==> config.mk <==
export PLATFORM = sky130hd
export DESIGN_NAME = cfw_clock_ctrl
export DESIGN_NICKNAME = d
export VERILOG_FILES = /design/src/rtl/cfw_pkg.sv /design/src/rtl/cfw_vso_if.sv /design/src/rtl/cfw_clock_ctrl.sv /design/src/rtl/cfw_sync.sv /design/src/rtl/cfw_vso_calc.sv
export SDC_FILE = /design/constraint.sdc
export NUM_CORES = 1
export LEC_CHECK = 0
export BUFFER_PORTS_ARGS = -buffer_cell sky130_fd_sc_hd__buf_2
export CAP_MARGIN = 5
export CORE_ASPECT_RATIO = 0.8
export CORE_MARGIN = 1.5
export CORE_UTILIZATION = 30
export CTS_BUF_LIST = sky130_fd_sc_hd__clkbuf_8
export CTS_CLUSTER_DIAMETER = 200
export DETAILED_ROUTE_END_ITERATION = 12
export PLACE_DENSITY = 0.48
export SLEW_MARGIN = 20
export SYNTH_ARGS = -nofsm -noshare
export SYNTH_HDL_FRONTEND = slang
export SYNTH_SLANG_ARGS = --single-unit
==> constraint.sdc <==
create_clock -name clk -period 11.6 [get_ports clk]
set_input_delay 1.74 -clock clk [delete_from_list [all_inputs] [get_ports clk]]
set_output_delay 1.74 -clock clk [all_outputs]
set_load 0.03 [all_outputs]
==> src/rtl/cfw_pkg.sv <==
/*
 Shared constants of the clock reference and freewheel controller.
 Assumes a 10 MHz clk and a plain strobe register port, byte offsets.
*/
package cfw_pkg;
	// Register byte offsets.
	localparam logic [7:0] CFW_A_CTRL  = 8'h00;
	localparam logic [7:0] CFW_A_VSO   = 8'h04;
	localparam logic [7:0] CFW_A_PITCH = 8'h08;
	localparam logic [7:0] CFW_A_FREE  = 8'h0c;
	localparam logic [7:0] CFW_A_APPLY = 8'h10;
	localparam logic [7:0] CFW_A_RATE  = 8'h14;
	localparam logic [7:0] CFW_A_STATE = 8'h18;
	localparam logic [7:0] CFW_A_ISTAT = 8'h1c;
	localparam logic [7:0] CFW_A_IMASK = 8'h20;
	// Field positions.
	localparam int CFW_F_CLK  = 0;
	localparam int CFW_F_POS  = 4;
	localparam int CFW_F_RATE = 8;
	localparam int CFW_F_CENT = 0;
	localparam int CFW_F_SEMI = 8;
	localparam int CFW_F_VEN  = 16;
	localparam int CFW_F_FLEN = 8;
	localparam int CFW_B_VSO  = 0;
	localparam int CFW_B_PHLD = 1;
	localparam int CFW_B_FREE = 2;
	localparam int CFW_B_UP   = 0;
	localparam int CFW_B_DN   = 1;
	// Clock reference and positional reference codes.
	localparam logic [2:0] CFW_CR_INT  = 3'h0;
	localparam logic [2:0] CFW_CR_LTC  = 3'h1;
	localparam logic [2:0] CFW_CR_VREF = 3'h2;
	localparam logic [2:0] CFW_CR_VIN  = 3'h3;
	localparam logic [2:0] CFW_CR_AES  = 3'h4;
	localparam logic [2:0] CFW_CR_WCLK = 3'h5;
	localparam logic [1:0] CFW_PR_GEN  = 2'h0;
	localparam logic [1:0] CFW_PR_LTC  = 2'h1;
	localparam logic [1:0] CFW_PR_VITC = 2'h2;
	localparam logic [2:0] CFW_RATE_MAX = 3'h5;
	// Nominal rates in Hz, indexed by rate select.
	localparam logic [17:0] CFW_NOM [6] = '{18'h0ac44, 18'h0bb80,
		18'h15888, 18'h17700, 18'h2b110, 18'h2ee00};
	// Varispeed limits in Hz per rate class 1x, 2x, 4x.
	localparam logic [17:0] CFW_LO [3] = '{18'h09c40, 18'h13880,
		18'h27100};
	localparam logic [17:0] CFW_HI [3] = '{18'h0c544, 18'h18a88,
		18'h31510};
	localparam logic [17:0] CFW_RATE_RST = 18'h0ac44;
	// Freewheel length limits and reset value, in frames.
	localparam logic [5:0] CFW_FW_MIN = 6'h04;
	localparam logic [5:0] CFW_FW_MAX = 6'h28;
	// Varispeed: ratio per cent scaled by two to the sixteenth.
	localparam logic signed [39:0] CFW_VSO_K = 40'sh26;
	localparam int CFW_VSO_SH = 16;
	// Lock lamp flash half period.
	localparam int CFW_CLK_HZ   = 10000000;
	localparam int CFW_BLINK_MS = 250;
	localparam int CFW_BLINK_CYC = CFW_CLK_HZ / 1000 * CFW_BLINK_MS;
	typedef enum logic [2:0] {
		CFW_FW_RUN  = 3'b001,
		CFW_FW_FREE = 3'b010,
		CFW_FW_STOP = 3'b100
	} cfw_fw_t;
endpackage : cfw_pkg

==> src/rtl/cfw_vso_if.sv <==
/*
 Carrier between the controller and its varispeed calculator.
 Assumes both ends sit on the same clock.
*/
`timescale 1ns/1ps
interface cfw_vso_if;
	logic        [17:0] nominal;
	logic signed [2:0]  semis;
	logic signed [6:0]  cents;
	logic        [17:0] freq;
	modport ctrl (output nominal, output semis, output cents, input freq);
	modport calc (input nominal, input semis, input cents, output freq);
endinterface : cfw_vso_if

==> src/rtl/cfw_clock_ctrl.sv <==
/*
 Clock reference selection, varispeed, pitch hold and time code
 freewheel control, with its register port and interrupt.
 Assumes reference presence levels come from pin detectors, while
 ext_rate and frame_tick come from logic on clk.
*/
`timescale 1ns/1ps
module cfw_clock_ctrl
	import cfw_pkg::*;
#(
	parameter int BLINK_CYC = CFW_BLINK_CYC // Lamp half period, cycles.
)
(
	input  logic        clk,           // System clock, 10 MHz.
	input  logic        resetn,        // Asynchronous reset, low.
	input  logic [7:0]  addr,          // Register byte address.
	input  logic [31:0] wdata,         // Write data.
	input  logic        wr,            // Write strobe.
	input  logic        rd,            // Read strobe.
	output logic [31:0] rdata,         // Read data, cycle after rd.
	output logic        irq,           // Level interrupt.
	input  logic        ltc_present,   // LTC input detected.
	input  logic        vref_present,  // Black burst on video ref.
	input  logic        vin_present,   // Picture on video input.
	input  logic        aes_present,   // AES clock detected.
	input  logic        wclk_present,  // Word clock detected.
	input  logic        nv_pitch_hold, // Stored pitch hold value.
	input  logic [17:0] ext_rate,      // Measured external rate, Hz.
	input  logic        frame_tick,    // One pulse per frame.
	output logic        nv_wr,         // Store pitch hold pulse.
	output logic        nv_data,       // Pitch hold value to store.
	output logic        wclk_xtal,     // Word clock from crystal.
	output logic        aes_xtal,      // AES clock from crystal.
	output logic        tc_xtal,       // Generated code on crystal.
	output logic [17:0] out_rate,      // Output sample rate, Hz.
	output logic        tc_gen_en,     // Time code generation on.
	output logic        vitc_read_en,  // VITC reader enabled.
	output logic        lock_led       // Lock lamp drive.
);
	logic [5:0]        pres;
	logic [2:0]        clk_ref;
	logic [1:0]        pos_ref;
	logic [2:0]        rate_sel;
	logic signed [2:0] ed_semis;
	logic signed [6:0] ed_cents;
	logic              ed_vso;
	logic signed [2:0] vso_semis;
	logic signed [6:0] vso_cents;
	logic              vso_on;
	logic              pitch_ed;
	logic              pitch_hold;
	logic [5:0]        free_ed;
	logic [5:0]        freewheel_length_setting;
	logic [1:0]        boot;
	logic [2:0]        ridx;
	logic [1:0]        cls;
	logic [17:0]       nominal;
	logic [17:0]       lim_lo;
	logic [17:0]       lim_hi;
	logic [17:0]       next_rate;
	logic              ref_ok;
	logic              cfg_ok;
	logic              locked;
	logic              locked_q;
	logic              rng;
	logic              range_err;
	logic              tc_in_ok;
	logic              gen_mode;
	cfw_fw_t           fw_st;
	logic [5:0]        fw_cnt;
	logic              fw_exp;
	logic [21:0]       blink_cnt;
	logic              blink;
	logic [2:0]        ev;
	logic [2:0]        istat;
	logic [2:0]        imask;
	logic              wr_apply;

	cfw_vso_if vso ();

	cfw_sync #(.W(6)) u_sync (
		.clk    (clk),
		.resetn (resetn),
		.d      ({nv_pitch_hold, wclk_present, aes_present, vin_present,
			vref_present, ltc_present}),
		.q      (pres)
	);

	cfw_vso_calc u_vso (
		.clk    (clk),
		.resetn (resetn),
		.vso    (vso.calc)
	);

	////////////////////////////////////////////////////////////////////
	// Register writes.

	assign wr_apply = wr && addr == CFW_A_APPLY;

	always_ff @(posedge clk or negedge resetn)
	begin
		if (!resetn)
		begin
			clk_ref  <= CFW_CR_INT;
			pos_ref  <= CFW_PR_GEN;
			rate_sel <= 3'h0;
			imask    <= 3'h0;
		end
		else if (wr && addr == CFW_A_CTRL)
		begin
			clk_ref  <= wdata[CFW_F_CLK +: 3];
			pos_ref  <= wdata[CFW_F_POS +: 2];
			rate_sel <= wdata[CFW_F_RATE +: 3];
		end
		else if (wr && addr == CFW_A_IMASK)
			imask <= wdata[2:0];
	end

	// Varispeed edits are staged here and only reach the clock when
	// the set command arrives, so a half typed value never plays.
	always_ff @(posedge clk or negedge resetn)
	begin
		if (!resetn)
		begin
			ed_semis  <= '0;
			ed_cents  <= '0;
			ed_vso    <= 1'b0;
			vso_semis <= '0;
			vso_cents <= '0;
			vso_on    <= 1'b0;
		end
		else if (wr && addr == CFW_A_VSO)
		begin
			ed_cents <= wdata[CFW_F_CENT +: 7];
			ed_semis <= wdata[CFW_F_SEMI +: 3];
			ed_vso   <= wdata[CFW_F_VEN];
		end
		else if (wr_apply && wdata[CFW_B_VSO])
		begin
			vso_semis <= ed_semis;
			vso_cents <= ed_cents;
			vso_on    <= ed_vso;
		end
	end

	// Freewheel length only steps within its range.
	always_ff @(posedge clk or negedge resetn)
	begin
		if (!resetn)
		begin
			free_ed  <= CFW_FW_MIN;
			freewheel_length_setting <= CFW_FW_MIN;
		end
		else if (wr && addr == CFW_A_FREE)
		begin
			if (wdata[CFW_B_UP] && free_ed < CFW_FW_MAX)
				free_ed <= free_ed + 6'h01;
			else if (wdata[CFW_B_DN] && free_ed > CFW_FW_MIN)
				free_ed <= free_ed - 6'h01;
		end
		else if (wr_apply && wdata[CFW_B_FREE])
			freewheel_length_setting <= free_ed;
	end

	////////////////////////////////////////////////////////////////////
	// Pitch hold and its non-volatile copy.

	// The stored value is taken once the synchroniser has settled.
	always_ff @(posedge clk or negedge resetn)
	begin
		if (!resetn)
		begin
			boot       <= 2'h0;
			pitch_ed   <= 1'b0;
			pitch_hold <= 1'b0;
			nv_wr      <= 1'b0;
			nv_data    <= 1'b0;
		end
		else
		begin
			nv_wr <= 1'b0;
			if (boot != 2'h3)
				boot <= boot + 2'h1;
			if (boot == 2'h2)
			begin
				pitch_hold <= pres[5];
				pitch_ed   <= pres[5];
			end
			else if (wr && addr == CFW_A_PITCH)
				pitch_ed <= wdata[0];
			else if (wr_apply && wdata[CFW_B_PHLD])
			begin
				pitch_hold <= pitch_ed;
				nv_wr      <= 1'b1;
				nv_data    <= pitch_ed;
			end
		end
	end

	////////////////////////////////////////////////////////////////////
	// Reference status and output rate.

	always_comb
	begin
		ridx    = rate_sel > CFW_RATE_MAX ? 3'h0 : rate_sel;
		cls     = ridx[2:1];
		nominal = CFW_NOM[ridx];
		lim_lo  = CFW_LO[cls];
		lim_hi  = CFW_HI[cls];
		case (clk_ref)
			CFW_CR_INT:  ref_ok = 1'b1;
			CFW_CR_LTC:  ref_ok = pres[0];
			CFW_CR_VREF: ref_ok = pres[1];
			CFW_CR_VIN:  ref_ok = pres[2];
			CFW_CR_AES:  ref_ok = pres[3];
			CFW_CR_WCLK: ref_ok = pres[4];
			default:     ref_ok = 1'b0;
		endcase
		cfg_ok = clk_ref <= CFW_CR_WCLK && rate_sel <= CFW_RATE_MAX
			&& pos_ref != 2'h3;
		locked = cfg_ok && ref_ok;
		rng = vso_on && (vso.freq < lim_lo || vso.freq > lim_hi);
	end

	assign vso.nominal = nominal;
	assign vso.semis   = vso_semis;
	assign vso.cents   = vso_cents;

	always_comb
	begin
		if (clk_ref == CFW_CR_INT)
			next_rate = vso_on ? vso.freq : nominal;
		else if (ref_ok)
			next_rate = ext_rate;
		else if (pitch_hold)
			next_rate = out_rate;
		else
			next_rate = nominal;
		if (next_rate < lim_lo)
			next_rate = lim_lo;
		else if (next_rate > lim_hi)
			next_rate = lim_hi;
	end

	always_ff @(posedge clk or negedge resetn)
	begin
		if (!resetn)
		begin
			out_rate  <= CFW_RATE_RST;
			range_err <= 1'b0;
			locked_q  <= 1'b1;
			wclk_xtal <= 1'b1;
			aes_xtal  <= 1'b1;
			tc_xtal   <= 1'b1;
		end
		else
		begin
			out_rate  <= next_rate;
			range_err <= rng;
			locked_q  <= locked;
			wclk_xtal <= clk_ref == CFW_CR_INT;
			aes_xtal  <= clk_ref == CFW_CR_INT;
			tc_xtal   <= clk_ref == CFW_CR_INT
				&& pos_ref == CFW_PR_GEN;
		end
	end

	////////////////////////////////////////////////////////////////////
	// Time code freewheel.

	always_comb
	begin
		gen_mode = pos_ref == CFW_PR_GEN;
		tc_in_ok = (pos_ref == CFW_PR_LTC && pres[0])
			|| (pos_ref == CFW_PR_VITC && pres[2]);
		fw_exp = fw_st == CFW_FW_FREE && !tc_in_ok && frame_tick
			&& fw_cnt + 6'h01 >= freewheel_length_setting;
	end

	always_ff @(posedge clk or negedge resetn)
	begin
		if (!resetn)
		begin
			fw_st  <= CFW_FW_STOP;
			fw_cnt <= 6'h00;
		end
		else if (gen_mode)
			fw_st <= CFW_FW_STOP;
		else
		begin
			case (fw_st)
				CFW_FW_RUN:
					if (!tc_in_ok)
					begin
						fw_st  <= CFW_FW_FREE;
						fw_cnt <= 6'h00;
					end
				CFW_FW_FREE:
					if (tc_in_ok)
						fw_st <= CFW_FW_RUN;
					else if (frame_tick)
					begin
						fw_cnt <= fw_cnt + 6'h01;
						if (fw_exp)
							fw_st <= CFW_FW_STOP;
					end
				CFW_FW_STOP:
					if (tc_in_ok)
						fw_st <= CFW_FW_RUN;
				default:
					fw_st <= CFW_FW_STOP;
			endcase
		end
	end

	always_ff @(posedge clk or negedge resetn)
	begin
		if (!resetn)
		begin
			tc_gen_en    <= 1'b1;
			vitc_read_en <= 1'b0;
		end
		else
		begin
			tc_gen_en    <= gen_mode || fw_st != CFW_FW_STOP;
			vitc_read_en <= pos_ref == CFW_PR_VITC && pres[2];
		end
	end

	////////////////////////////////////////////////////////////////////
	// Lock lamp: steady when locked, flashing otherwise.

	always_ff @(posedge clk or negedge resetn)
	begin
		if (!resetn)
		begin
			blink_cnt <= '0;
			blink     <= 1'b0;
			lock_led  <= 1'b0;
		end
		else
		begin
			if (blink_cnt == 22'(BLINK_CYC - 1))
			begin
				blink_cnt <= '0;
				blink     <= !blink;
			end
			else
				blink_cnt <= blink_cnt + 22'h1;
			lock_led <= locked || blink;
		end
	end

	////////////////////////////////////////////////////////////////////
	// Interrupt status: a new event wins over a clear.

	assign ev = {fw_exp && !gen_mode, locked_q && !locked,
		rng && !range_err};

	always_ff @(posedge clk or negedge resetn)
	begin
		if (!resetn)
			istat <= 3'h0;
		else if (wr && addr == CFW_A_ISTAT)
			istat <= (istat & ~wdata[2:0]) | ev;
		else
			istat <= istat | ev;
	end

	assign irq = |(istat & imask);

	////////////////////////////////////////////////////////////////////
	// Register reads.

	always_ff @(posedge clk or negedge resetn)
	begin
		if (!resetn)
			rdata <= '0;
		else if (!rd)
			rdata <= '0;
		else
		begin
			case (addr)
				CFW_A_CTRL: rdata <= 32'(clk_ref) << CFW_F_CLK
					| 32'(pos_ref) << CFW_F_POS
					| 32'(rate_sel) << CFW_F_RATE;
				CFW_A_VSO: rdata <= 32'({1'b0, ed_cents}) << CFW_F_CENT
					| 32'({1'b0, ed_semis}) << CFW_F_SEMI
					| 32'(ed_vso) << CFW_F_VEN;
				CFW_A_PITCH: rdata <= 32'(pitch_ed);
				CFW_A_FREE:  rdata <= 32'(free_ed);
				CFW_A_RATE:  rdata <= 32'(out_rate);
				CFW_A_STATE: rdata <= 32'({pitch_hold, tc_gen_en,
					fw_st == CFW_FW_FREE, range_err, locked})
					| 32'(freewheel_length_setting) << CFW_F_FLEN;
				CFW_A_ISTAT: rdata <= 32'(istat);
				CFW_A_IMASK: rdata <= 32'(imask);
				default:     rdata <= '0;
			endcase
		end
	end
endmodule : cfw_clock_ctrl

==> src/rtl/cfw_sync.sv <==
/*
 Two flip-flop synchroniser for a vector of independent levels.
 Assumes each bit is a slow level; no bus coherence is promised.
*/
`timescale 1ns/1ps
module cfw_sync #(
	parameter int W = 1
)
(
	input  logic         clk,    // System clock.
	input  logic         resetn, // Asynchronous reset, active low.
	input  logic [W-1:0] d,      // Asynchronous levels.
	output logic [W-1:0] q       // Synchronised levels.
);
	logic [W-1:0] meta;

	always_ff @(posedge clk or negedge resetn)
	begin
		if (!resetn)
		begin
			meta <= '0;
			q    <= '0;
		end
		else
		begin
			meta <= d;
			q    <= meta;
		end
	end
endmodule : cfw_sync

==> src/rtl/cfw_vso_calc.sv <==
/*
 Varispeed calculator: semitone and cent offsets to output rate.
 Assumes settings hold steady; result is one clock behind them.
*/
`timescale 1ns/1ps
module cfw_vso_calc
	import cfw_pkg::*;
(
	input  logic   clk,    // System clock.
	input  logic   resetn, // Asynchronous reset, active low.
	cfw_vso_if.calc vso    // Settings in, frequency out.
);
	logic signed [11:0] total;
	logic signed [39:0] prod;
	logic signed [19:0] sum;

	// A linear ratio per cent is used instead of a true exponent; over
	// three semitones the error grows to nearly two percent.
	always_comb
	begin
		total = 12'(vso.semis) * 12'sd100 + 12'(vso.cents);
		prod  = 40'(signed'({1'b0, vso.nominal})) * 40'(total) * CFW_VSO_K;
		sum   = 20'(signed'({2'b0, vso.nominal}))
			+ 20'(prod >>> CFW_VSO_SH);
	end

	always_ff @(posedge clk or negedge resetn)
	begin
		if (!resetn)
			vso.freq <= CFW_RATE_RST;
		else if (sum[19])
			vso.freq <= '0;
		else
			vso.freq <= sum[17:0];
	end
endmodule : cfw_vso_calc

Yosys cells after proc, flatten, opt, wreduce, memory -nomap -nowiden:

Memory sizes are Yosys's and may differ from the RTL's.
Index checks and enable logic that the tools add are counted.

* register bits after elaboration: 173
* memory bits (read-only): 144
* bits of input ports: 69
* output and inout bits: 59
* word-level logic and storage cells: 198
* memories kept: 1

* $add $sub $neg: 7
* multipliers: 3
* order comparisons: 12
* equality and inequality tests: 31
* mux-type cells: 42
* bitwise gates (word level): 18
* reduce and logical (&&, ||, !) cells: 50

Memories
* (name not given): words 8, width 18, read ports 1, clocked after Yosys merged registers in 0, write ports 0, RTL line cfw_clock_ctrl.sv:207 `nominal = CFW_NOM[ridx];`

Operator list (count)
* $mux 18: 14
* $pmux 18 s8: 1
* $bmux 18 s2: 2
* $mul 40x6->35 const B: 1
* $gt 18x18->1: 2
* $lt 18x18->1: 2
* $eq 8x5->1 const B: 4
* $mul 19x12->31: 1
* $mux 6: 5
* $logic_and 1x1->1: 25
* $mux 3: 8
* $add 22x1->22 const B: 1
* $eq 22x22->1 const B: 1
* $mux 22: 1
* $add 19x20->20: 1
* $or 11x17->17: 1
* $eq 8x4->1 const B: 2
* $or 5x14->14: 1
* $add 11x7->12: 1
* $add 6x1->6 const B: 2
* $ne 2x2->1 const B: 6
* $pmux 6 s2: 1
* $or 6x11->11: 1
* $or 7x11->11: 1
* other kinds (40): 78

Longest topological paths before layout:

Gate-level depths: netlist (run 1).

* word-level depth: 12
* depth in mapped cells: 55
* gate-level depth less buffers: 53

Modules after synthesis:

A second synthesis (run 1) with hierarchy kept.

* cells, all modules: 2292
* area, all modules: 20593.5 sq um

By module, submodules not included
* cfw_vso_calc: times used 1, cells an instance 1459, area each 12253.0 sq um, sequential area each 457.9 sq um
* cfw_clock_ctrl: times used 1, cells an instance 821, area each 8040.2 sq um, sequential area each 3244.4 sq um
* cfw_sync: times used 1, cells an instance 12, area each 300.3 sq um, sequential area each 300.3 sq um

Worst setup path before layout (run 1):

Ideal clock, no wire load.

* path kind: register to register
* start point: reg vso_semis[0] (netlist: vso.semis[0])
* end point: reg u_vso.vso.freq[9]
* data arrival time: 11654 ps
* required time: 11480 ps
* slack: -175 ps
* cell stages (with the launch flop): 50
* buffers on the path: 2
* clock period less this slack: 11775 ps
* path through: dfrtp_1 > fa_1 > ha_1 > inv_1 > fa_1 > inv_1 > ha_1 > inv_1 > o21bai_1 > a21oi_1 > nand3b_1 > nand2_1 > inv_2 > nor2_1 > fa_1 > inv_1 > fa_1 > fa_1 > [... 14 more ...] > fa_1 > inv_1 > ha_1 > a21o_1 > a21o_1 > a21o_1 > a221o_1 > a21o_1 > a21oi_1 > xnor2_1 > ha_1 > and3_1 > a221o_1 > a21oi_2 > o21a_1 > buf_4 > buf_6 > nor3_1

* word-level cells in the longest chain between the ends: 6

RTL lines
* from (decl): RTL line cfw_clock_ctrl.sv:47 `logic signed [2:0] vso_semis;`
* from (signal assigned): RTL line cfw_clock_ctrl.sv:140 `vso_semis <= ed_semis;`
* $mul 3x6->9: RTL line cfw_vso_calc.sv:21 `total = 12'(vso.semis) * 12'sd100 + 12'(vso.cents);`
* $add 11x7->12: RTL line cfw_vso_calc.sv:21
* $mul 19x12->31: RTL line cfw_vso_calc.sv:22 `prod = 40'(signed'({1'b0, vso.nominal})) * 40'(total) * CFW_VSO_K;`
* $mul 40x6->35: RTL line cfw_vso_calc.sv:22
* $add 19x20->20: RTL line cfw_vso_calc.sv:24 `+ 20'(prod >>> CFW_VSO_SH);`
* $mux 18: RTL line cfw_vso_calc.sv:31 `else if (sum[19])`
* to (signal assigned): RTL line cfw_vso_calc.sv:34 `vso.freq <= sum[17:0];`
* to (decl): RTL line cfw_vso_if.sv:12 `modport calc (input nominal, input semis, input cents, output freq);`

No other way between the ends.
A chain may end at the register's enable or synchronous reset.

Worst setup path in the final report (run 1):

* start point: reg vso_semis[1] (netlist: vso.semis[1])
* end point: reg u_vso.vso.freq[1]

Same word-level chain as after synthesis.

==> results of run 1 <==
-- cell families (layout without fill, tap and decap cells) --
kind of cell	count (synthesis)	after routing
simple gates	522	523
fa+ha+maj	430	430
buf+inv	422	748
compound gates	333	333
flops	159	159
xor+xnor	88	88
mux	74	74
other cells	1	14
-- report_power, final --
| group | leakage [nW] | switching [mW] | internal [mW] |
|---|---|---|---|
| clock network | 0.215 | 0.218 | 0.227 |
| logic | 9.61 | 0.302 | 0.181 |
| registers | 2.07 | 0.0587 | 0.604 |
| total | 11.9 | 0.579 | 1.01 |
-- layout make-up --
type / instances / area share (%)
clock inverters: 12 / 0.6186
inverters: 355 / 5.801
clock buffers: 20 / 1.194
flip-flops and latches: 159 / 17.36
multi-input cells: 1462 / 59.24
repair buffers: 361 / 11.29
well taps: 830 / 4.504
-- synthesized netlist by cell type, types with 6 or more instances --
cell / count / area share, %
a211oi_1: 8 / 0.32
a21o_1: 46 / 1.9
a21oi_1: 92 / 2.5
a22oi_1: 23 / 0.93
a31oi_1: 9 / 0.30
and2_1: 19 / 0.64
and3_1: 20 / 0.67
and4_1: 6 / 0.28
buf_4: 16 / 0.65
clkbuf_1: 43 / 0.87
dfrtp_1: 140 / 19
dfstp_2: 19 / 2.7
fa_1: 162 / 17
ha_1: 268 / 18
inv_1: 349 / 7.1
mux2_2: 47 / 2.9
mux2i_1: 27 / 1.5
nand2_1: 158 / 3.2
nand2b_1: 19 / 0.64
nand3_1: 31 / 0.84
nand3b_1: 8 / 0.32
nand4_1: 17 / 0.57
nor2_1: 163 / 3.3
nor2b_1: 18 / 0.61
nor3_1: 25 / 0.67
nor3b_1: 6 / 0.24
o2111ai_1: 6 / 0.28
o211ai_1: 17 / 0.69
o21a_1: 18 / 0.73
o21ai_0: 50 / 1.3
o21bai_1: 11 / 0.45
or2_2: 7 / 0.24
or3_1: 6 / 0.20
xnor2_1: 47 / 2.2
xor2_1: 41 / 1.9
-- routing by layer --
layer | GRT usage (%) | vias up | part of all wire, %
li1 | - | 7376 | -
met1 | 27.27 | 7570 | 51
met2 | 25.64 | 323 | 43
met3 | 2.727 | 32 | 5.5
met4 | 2.825 | 0 | 0.98
met5 | 0 | - | 0
-- timing repair --
action,CTS,global route
gates resized for setup,79,64
endpoints found under the setup margin,18,18
cloned,2,1
pin swaps,86,56
buffers inserted,35,10
-- state kept, by name, indices dropped and copies added (netlist names), 6 cells and up --
register	cells
u_vso.vso.freq	18
blink_cnt	22
vso.cents	7
out_rate	18
free_ed	6
u_sync.q	6
u_sync.meta	6
rdata	18
fw_cnt	6
freewheel_length_setting	6
ed_cents	7
-- stage by stage --
stage	instances	total power, mW	util, %	cell area, µm²	hold slack [ns]
6_report	3199	1.591	37.73	23060	0.3548
5_1_grt	3199	1.681	37.73	23060	0.3691
4_1_cts	3189	1.595	37.04	22640	0.3545
3_5_place_dp	3120	1.138	35.13	21470	0.3449
3_3_place_gp	3120	1.133	35.13	21470	0.3378
2_1_floorplan	2042	0.9411	-	18620	0.3312
-- cell usage in the layout (no fill, tap or decap), drive strengths merged, types with 18 or more instances in the layout --
master  instances
xnor2          47
and3           20
a21o           46
o21ai          50
nor2b          18
and2           19
buf           360
nand2b         19
ha            268
xor2           41
nand3          31
nor3           31
mux2           47
a22oi          23
o21a           18
dfstp          19
clkbuf         21
a21oi          93
dfrtp         140
mux2i          27
nor2          163
inv           354
fa            162
nand2         158
-- path summary, 6_finish.rpt --
kind,from,to,slack (ns),cells after the start
setup / recovery,vso.semis[1],u_vso.vso.freq[1],-0.03,54
hold reg to reg,u_sync.meta[1],u_sync.q[1],0.35,0
min in group asynchronous,resetn,fw_st[1],1.30,1
setup reg to reg,vso.semis[1],u_vso.vso.freq[1],-0.03,54
hold / removal,u_sync.meta[1],u_sync.q[1],0.35,0
max in group asynchronous,resetn,blink_cnt[6],8.84,2
==> results.json, run 1 <==
{
  "synth-xor-area-share_pct": 4.156,
  "yosysSeqAreaShare_pct": 21.58,
  "ys_ff_latch": 159,
  "violations": "setup timing",
  "grt_max_degree": 89,
  "max-clock-path-buffers": 2,
  "gp_congestion": 0.8819,
  "setup_ws_ns": -0.03414,
  "tns_ns": -0.2004,
  "synth_top_family_by_area": "adder cells",
  "hp-class": "register to register",
  "vias": 15300,
  "rsz0062_at_grt": "yes",
  "synth-edff-count": 0,
  "slowest_stage": "fa_2",
  "syn2layout_area_growth_pct": 24.33,
  "max_freq_mhz": 85.95,
  "finalWirelength_um": 54540,
  "layout.nets": 2855,
  "grt_overflow": 0,
  "ys.flop_type": "dfrtp_1",
  "tightestPinTransition_ns": 1.044,
  "clkSlewWorstSetupHoldPaths_ns": 0.09,
  "ioPinCount": 128,
  "drt_iter0_drc": 1003,
  "drive_gt1_share_pct": 24.69,
  "path_buf_inv": 12,
  "fin_crit_ns": 11.63,
  "cp-end-kind": "register",
  "clock_sinks": 159,
  "syn_area_um2": 18550,
  "yosysWarnings": 0,
  "register_area_um2": 4003,
  "cellPowerDensity_nw_per_um2": 68.98,
  "grt.total_usage_pct": 17.57,
  "drt-pass1-iter-count": 6,
  "grt_pass1_vias": 15160,
  "drc": 0,
  "cts_buffers": 17,
  "vias_per_cell": 4.783,
  "total_leakage_power_nw": 11.90,
  "synth_compound_area_share_pct": 12.06,
  "clock_latency_ns": 0.49,
  "maxCapViolCount": 0,
  "fp.coreArea_um2": 61110,
  "dp_slack_ns": -0.8269,
  "crit_fanout": 6,
  "hpwl_um": 44500,
  "ir_drop_mv": 0.08810,
  "setup_viol": 12,
  "async_reset_ff_share_pct": 100.0,
  "cp_data_required_time_ns": 12.02,
  "hold_viol": 0,
  "synth_simple_gate_area_share_pct": 13.30,
  "die_area_um2": 63330,
  "slew_violations": 0,
  "status": "complete, but fails checks",
  "start_util_pct": 30.35,
  "synth_cells": 2029,
  "yosysUniqueCellTypes": 74,
  "die_h_um": 225.4,
  "antenna_cells": 0,
  "fillers": 6246,
  "crit_arrival_ns": 12.05,
  "grt_pass1_wl_um": 86240,
  "cts_hold_buf": 0,
  "synthMuxAreaShare_pct": 4.311,
  "drt.antenna.violating_nets": 0,
  "ctsRootBufferMaster": "clkbuf_8",
  "h-tree-depth": 4,
  "cp_top_family": "adder cells",
  "fp.dieW_um": 281.0,
  "path_class": "register to register",
  "rows": 81,
  "syn_avg_cell_area_um2": 9.140,
  "worst_setup_path_start_kind": "register",
  "slew_headroom_pct": 30.11,
  "io_buffer_count": 92,
  "antenna_found_initial": 1,
  "cts_tree": "built",
  "synth-adder-area-share_pct": 35.57,
  "timing.final.crit_share_pct": 100.3,
  "skew_ns": 0.01244,
  "slowest_delay_ns": 0.60,
  "wire_per_inst_um": 17.05,
  "multi_input_area_um2": 13660
}
No activity file was read; power rests on OpenSTA's default activity.
==> run 2: changes to the inputs <==
Settings changed: CELL_PAD_IN_SITES_DETAIL_PLACEMENT set to 0, CELL_PAD_IN_SITES_GLOBAL_PLACEMENT set to 1, CTS_CLUSTER_SIZE set to 40, PLACE_DENSITY 0.48 to 0.58, REMOVE_ABC_BUFFERS set to 1.
==> results.json, run 2 (synthesis gave the netlist of run 1 again) <==
{
  "drt-pass1-iter-count": 6,
  "highest_layer": "met5",
  "ioPinCount": 128,
  "maxCapViolCount": 0,
  "fin_area_um2": 23080,
  "register_area_um2": 4003,
  "max_freq_mhz": 86.13,
  "grt_pass1_wl_um": 85640,
  "grt_pass1_vias": 15040,
  "syn2layout_area_growth_pct": 24.43,
  "status": "complete, but fails checks",
  "layout.nets": 2857,
  "dr_wl_met3_um": 2231,
  "antenna_cells": 0,
  "largest_register": "blink_cnt",
  "swShare_pct": 37.40,
  "dpl_cell_area_um2": 21540,
  "finalWirelength_um": 54460,
  "grt_overflow": 0,
  "worst_setup_path_start_kind": "register",
  "hpwl_um": 44490,
  "cts_buffers": 17,
  "multi_input_area_um2": 13700,
  "slew_headroom_pct": 26.44,
  "cts_tree": "built",
  "die_area_um2": 63330,
  "fp.dieW_um": 281.0,
  "tns_ns": -0.04290,
  "drive_gt1_share_pct": 25.35,
  "layout_common_cells": "inv_1 (335), buf_4 (256), ha_1 (249)",
  "vias_per_cell": 4.761,
  "grt_max_degree": 81,
  "slowest_stage": "fa_2",
  "cp_data_required_time_ns": 11.95,
  "io_buffer_count": 92,
  "start_util_pct": 30.35,
  "total_leakage_power_nw": 11.85,
  "drt.antenna.violating_nets": 0,
  "die_h_um": 225.4,
  "fp.coreArea_um2": 61110,
  "clock_latency_ns": 0.48,
  "setup_viol": 5,
  "violations": "setup timing",
  "rsz0062_at_grt": "yes",
  "crit_arrival_ns": 11.96,
  "fillers": 6221,
  "antenna_found_initial": 1,
  "max-clock-path-buffers": 2,
  "drc": 0,
  "pwr-share-seq_pct": 42.0,
  "slowest_delay_ns": 0.57,
  "vias": 15240,
  "hold_viol": 0,
  "tightestPinTransition_ns": 1.103,
  "p_int_uw": 997.7,
  "clockPowerShare_pct": 28.0,
  "gp_congestion": 0.8464,
  "ctsRootBufferMaster": "clkbuf_8",
  "cellPowerDensity_nw_per_um2": 69.06,
  "clock_sinks": 159,
  "wl_met1_um": 28490,
  "final_common_cell": "inv_1",
  "skew_ns": 0.01405,
  "cp-end-kind": "register",
  "wl_met2_um": 23300,
  "power_switching_uw": 596.0,
  "setup_ws_ns": -0.01054,
  "crit_fanout": 5,
  "ir_drop_mv": 0.05320,
  "clkSlewWorstSetupHoldPaths_ns": 0.10,
  "largest_reg_flops": 22,
  "h-tree-depth": 4,
  "hp-class": "register to register",
  "grt.total_usage_pct": 17.43,
  "timing.final.crit_share_pct": 100.1,
  "fin_crit_ns": 11.61,
  "critPathMostFrequentCell": "inv_2",
  "slew_violations": 0,
  "wire_per_inst_um": 17.01,
  "drt_iter0_drc": 1007,
  "rows": 81,
  "pwr-share-comb_pct": 30.0,
  "path_class": "register to register",
  "cts_hold_buf": 0
}
==> run 2: changes by cell type in the layout (fill, tap and decap cells not counted), moves of 4 or more <==
cell / before / now
ha_1: 255 / 249
inv_2: 7 / 14
inv_6: 1 / 5
inv_1: 344 / 335
ha_4: 12 / 16
==> run 2: path summary, 6_finish.rpt <==
check / startpoint / to / slack (ns) / cells after the start
setup / recovery: vso.semis[1] / u_vso.vso.freq[5] / -0.01 / 51
min in group asynchronous: resetn / vitc_read_en / 1.29 / 1
setup reg to reg: vso.semis[1] / u_vso.vso.freq[5] / -0.01 / 51
hold reg to reg: u_sync.meta[1] / u_sync.q[1] / 0.36 / 0
max in group asynchronous: resetn / u_vso.vso.freq[7] / 9.10 / 2
hold / removal: u_sync.meta[1] / u_sync.q[1] / 0.36 / 0
==> run 2: per-stage QoR <==
stage / instances / utilization, % / hold slack [ns] / setup WS (ns) / power, mW
final: 3201 / 37.76 / 0.3576 / -0.01054 / 1.594
after global routing: 3201 / 37.76 / 0.3769 / -0.4796 / 1.673
after CTS: 3193 / 37.25 / 0.3596 / -0.09466 / 1.599
after detailed placement: 3132 / 35.25 / 0.3357 / -0.7962 / 1.140
after global placement: 3132 / 35.25 / 0.3363 / -0.7974 / 1.137
after floorplan: 1975 / - / 0.3312 / -0.3815 / 0.9304
==> run 2: cell type report <==
| class | instances | share of cell area (%) |
|---|---|---|
| repair buffers | 363 | 11.20 |
| clock inverters | 12 | 0.6290 |
| flip-flops and latches | 159 | 17.35 |
| well taps | 830 | 4.500 |
| multi-input cells | 1462 | 59.35 |
| clock buffers | 20 | 1.193 |
| inverters | 355 | 5.785 |
==> run 2: worst max-delay path, delay by kind of cell, from the launching register on <==
kind,cells,cell delay [ns]
AO/OA/AOI/OAI,16,3.61
XOR/XNOR,1,0.14
adder cells (fa/ha/maj),15,5.78
buffers and inverters,13,1.03
flip-flops,1,0.42
AND/OR/NAND/NOR,6,0.48
==> run 2: repair_timing <==
| item | CTS | global route |
|---|---|---|
| resized for setup | 93 | 62 |
| endpoints found under the setup margin | 18 | 18 |
| pin swaps | 95 | 30 |
| cloned | 3 | 0 |
| setup buffers | 27 | 10 |
==> run 2: layer usage <==
layer | vias up | global-route usage [%]
met5 | - | 0
met4 | 2 | 2.371
met3 | 34 | 2.270
met2 | 295 | 25.46
met1 | 7535 | 27.45
li1 | 7375 | -
==> run 2: power groups by stage <==
stage                     combinational [mW]  clock, mW  sequential, mW
after global placement                 0.459          0           0.678
after floorplan                        0.244          0           0.686
after CTS                              0.472      0.459           0.667
after detailed placement               0.462          0           0.678
after global routing                   0.524      0.478           0.672
final                                  0.479      0.446           0.669
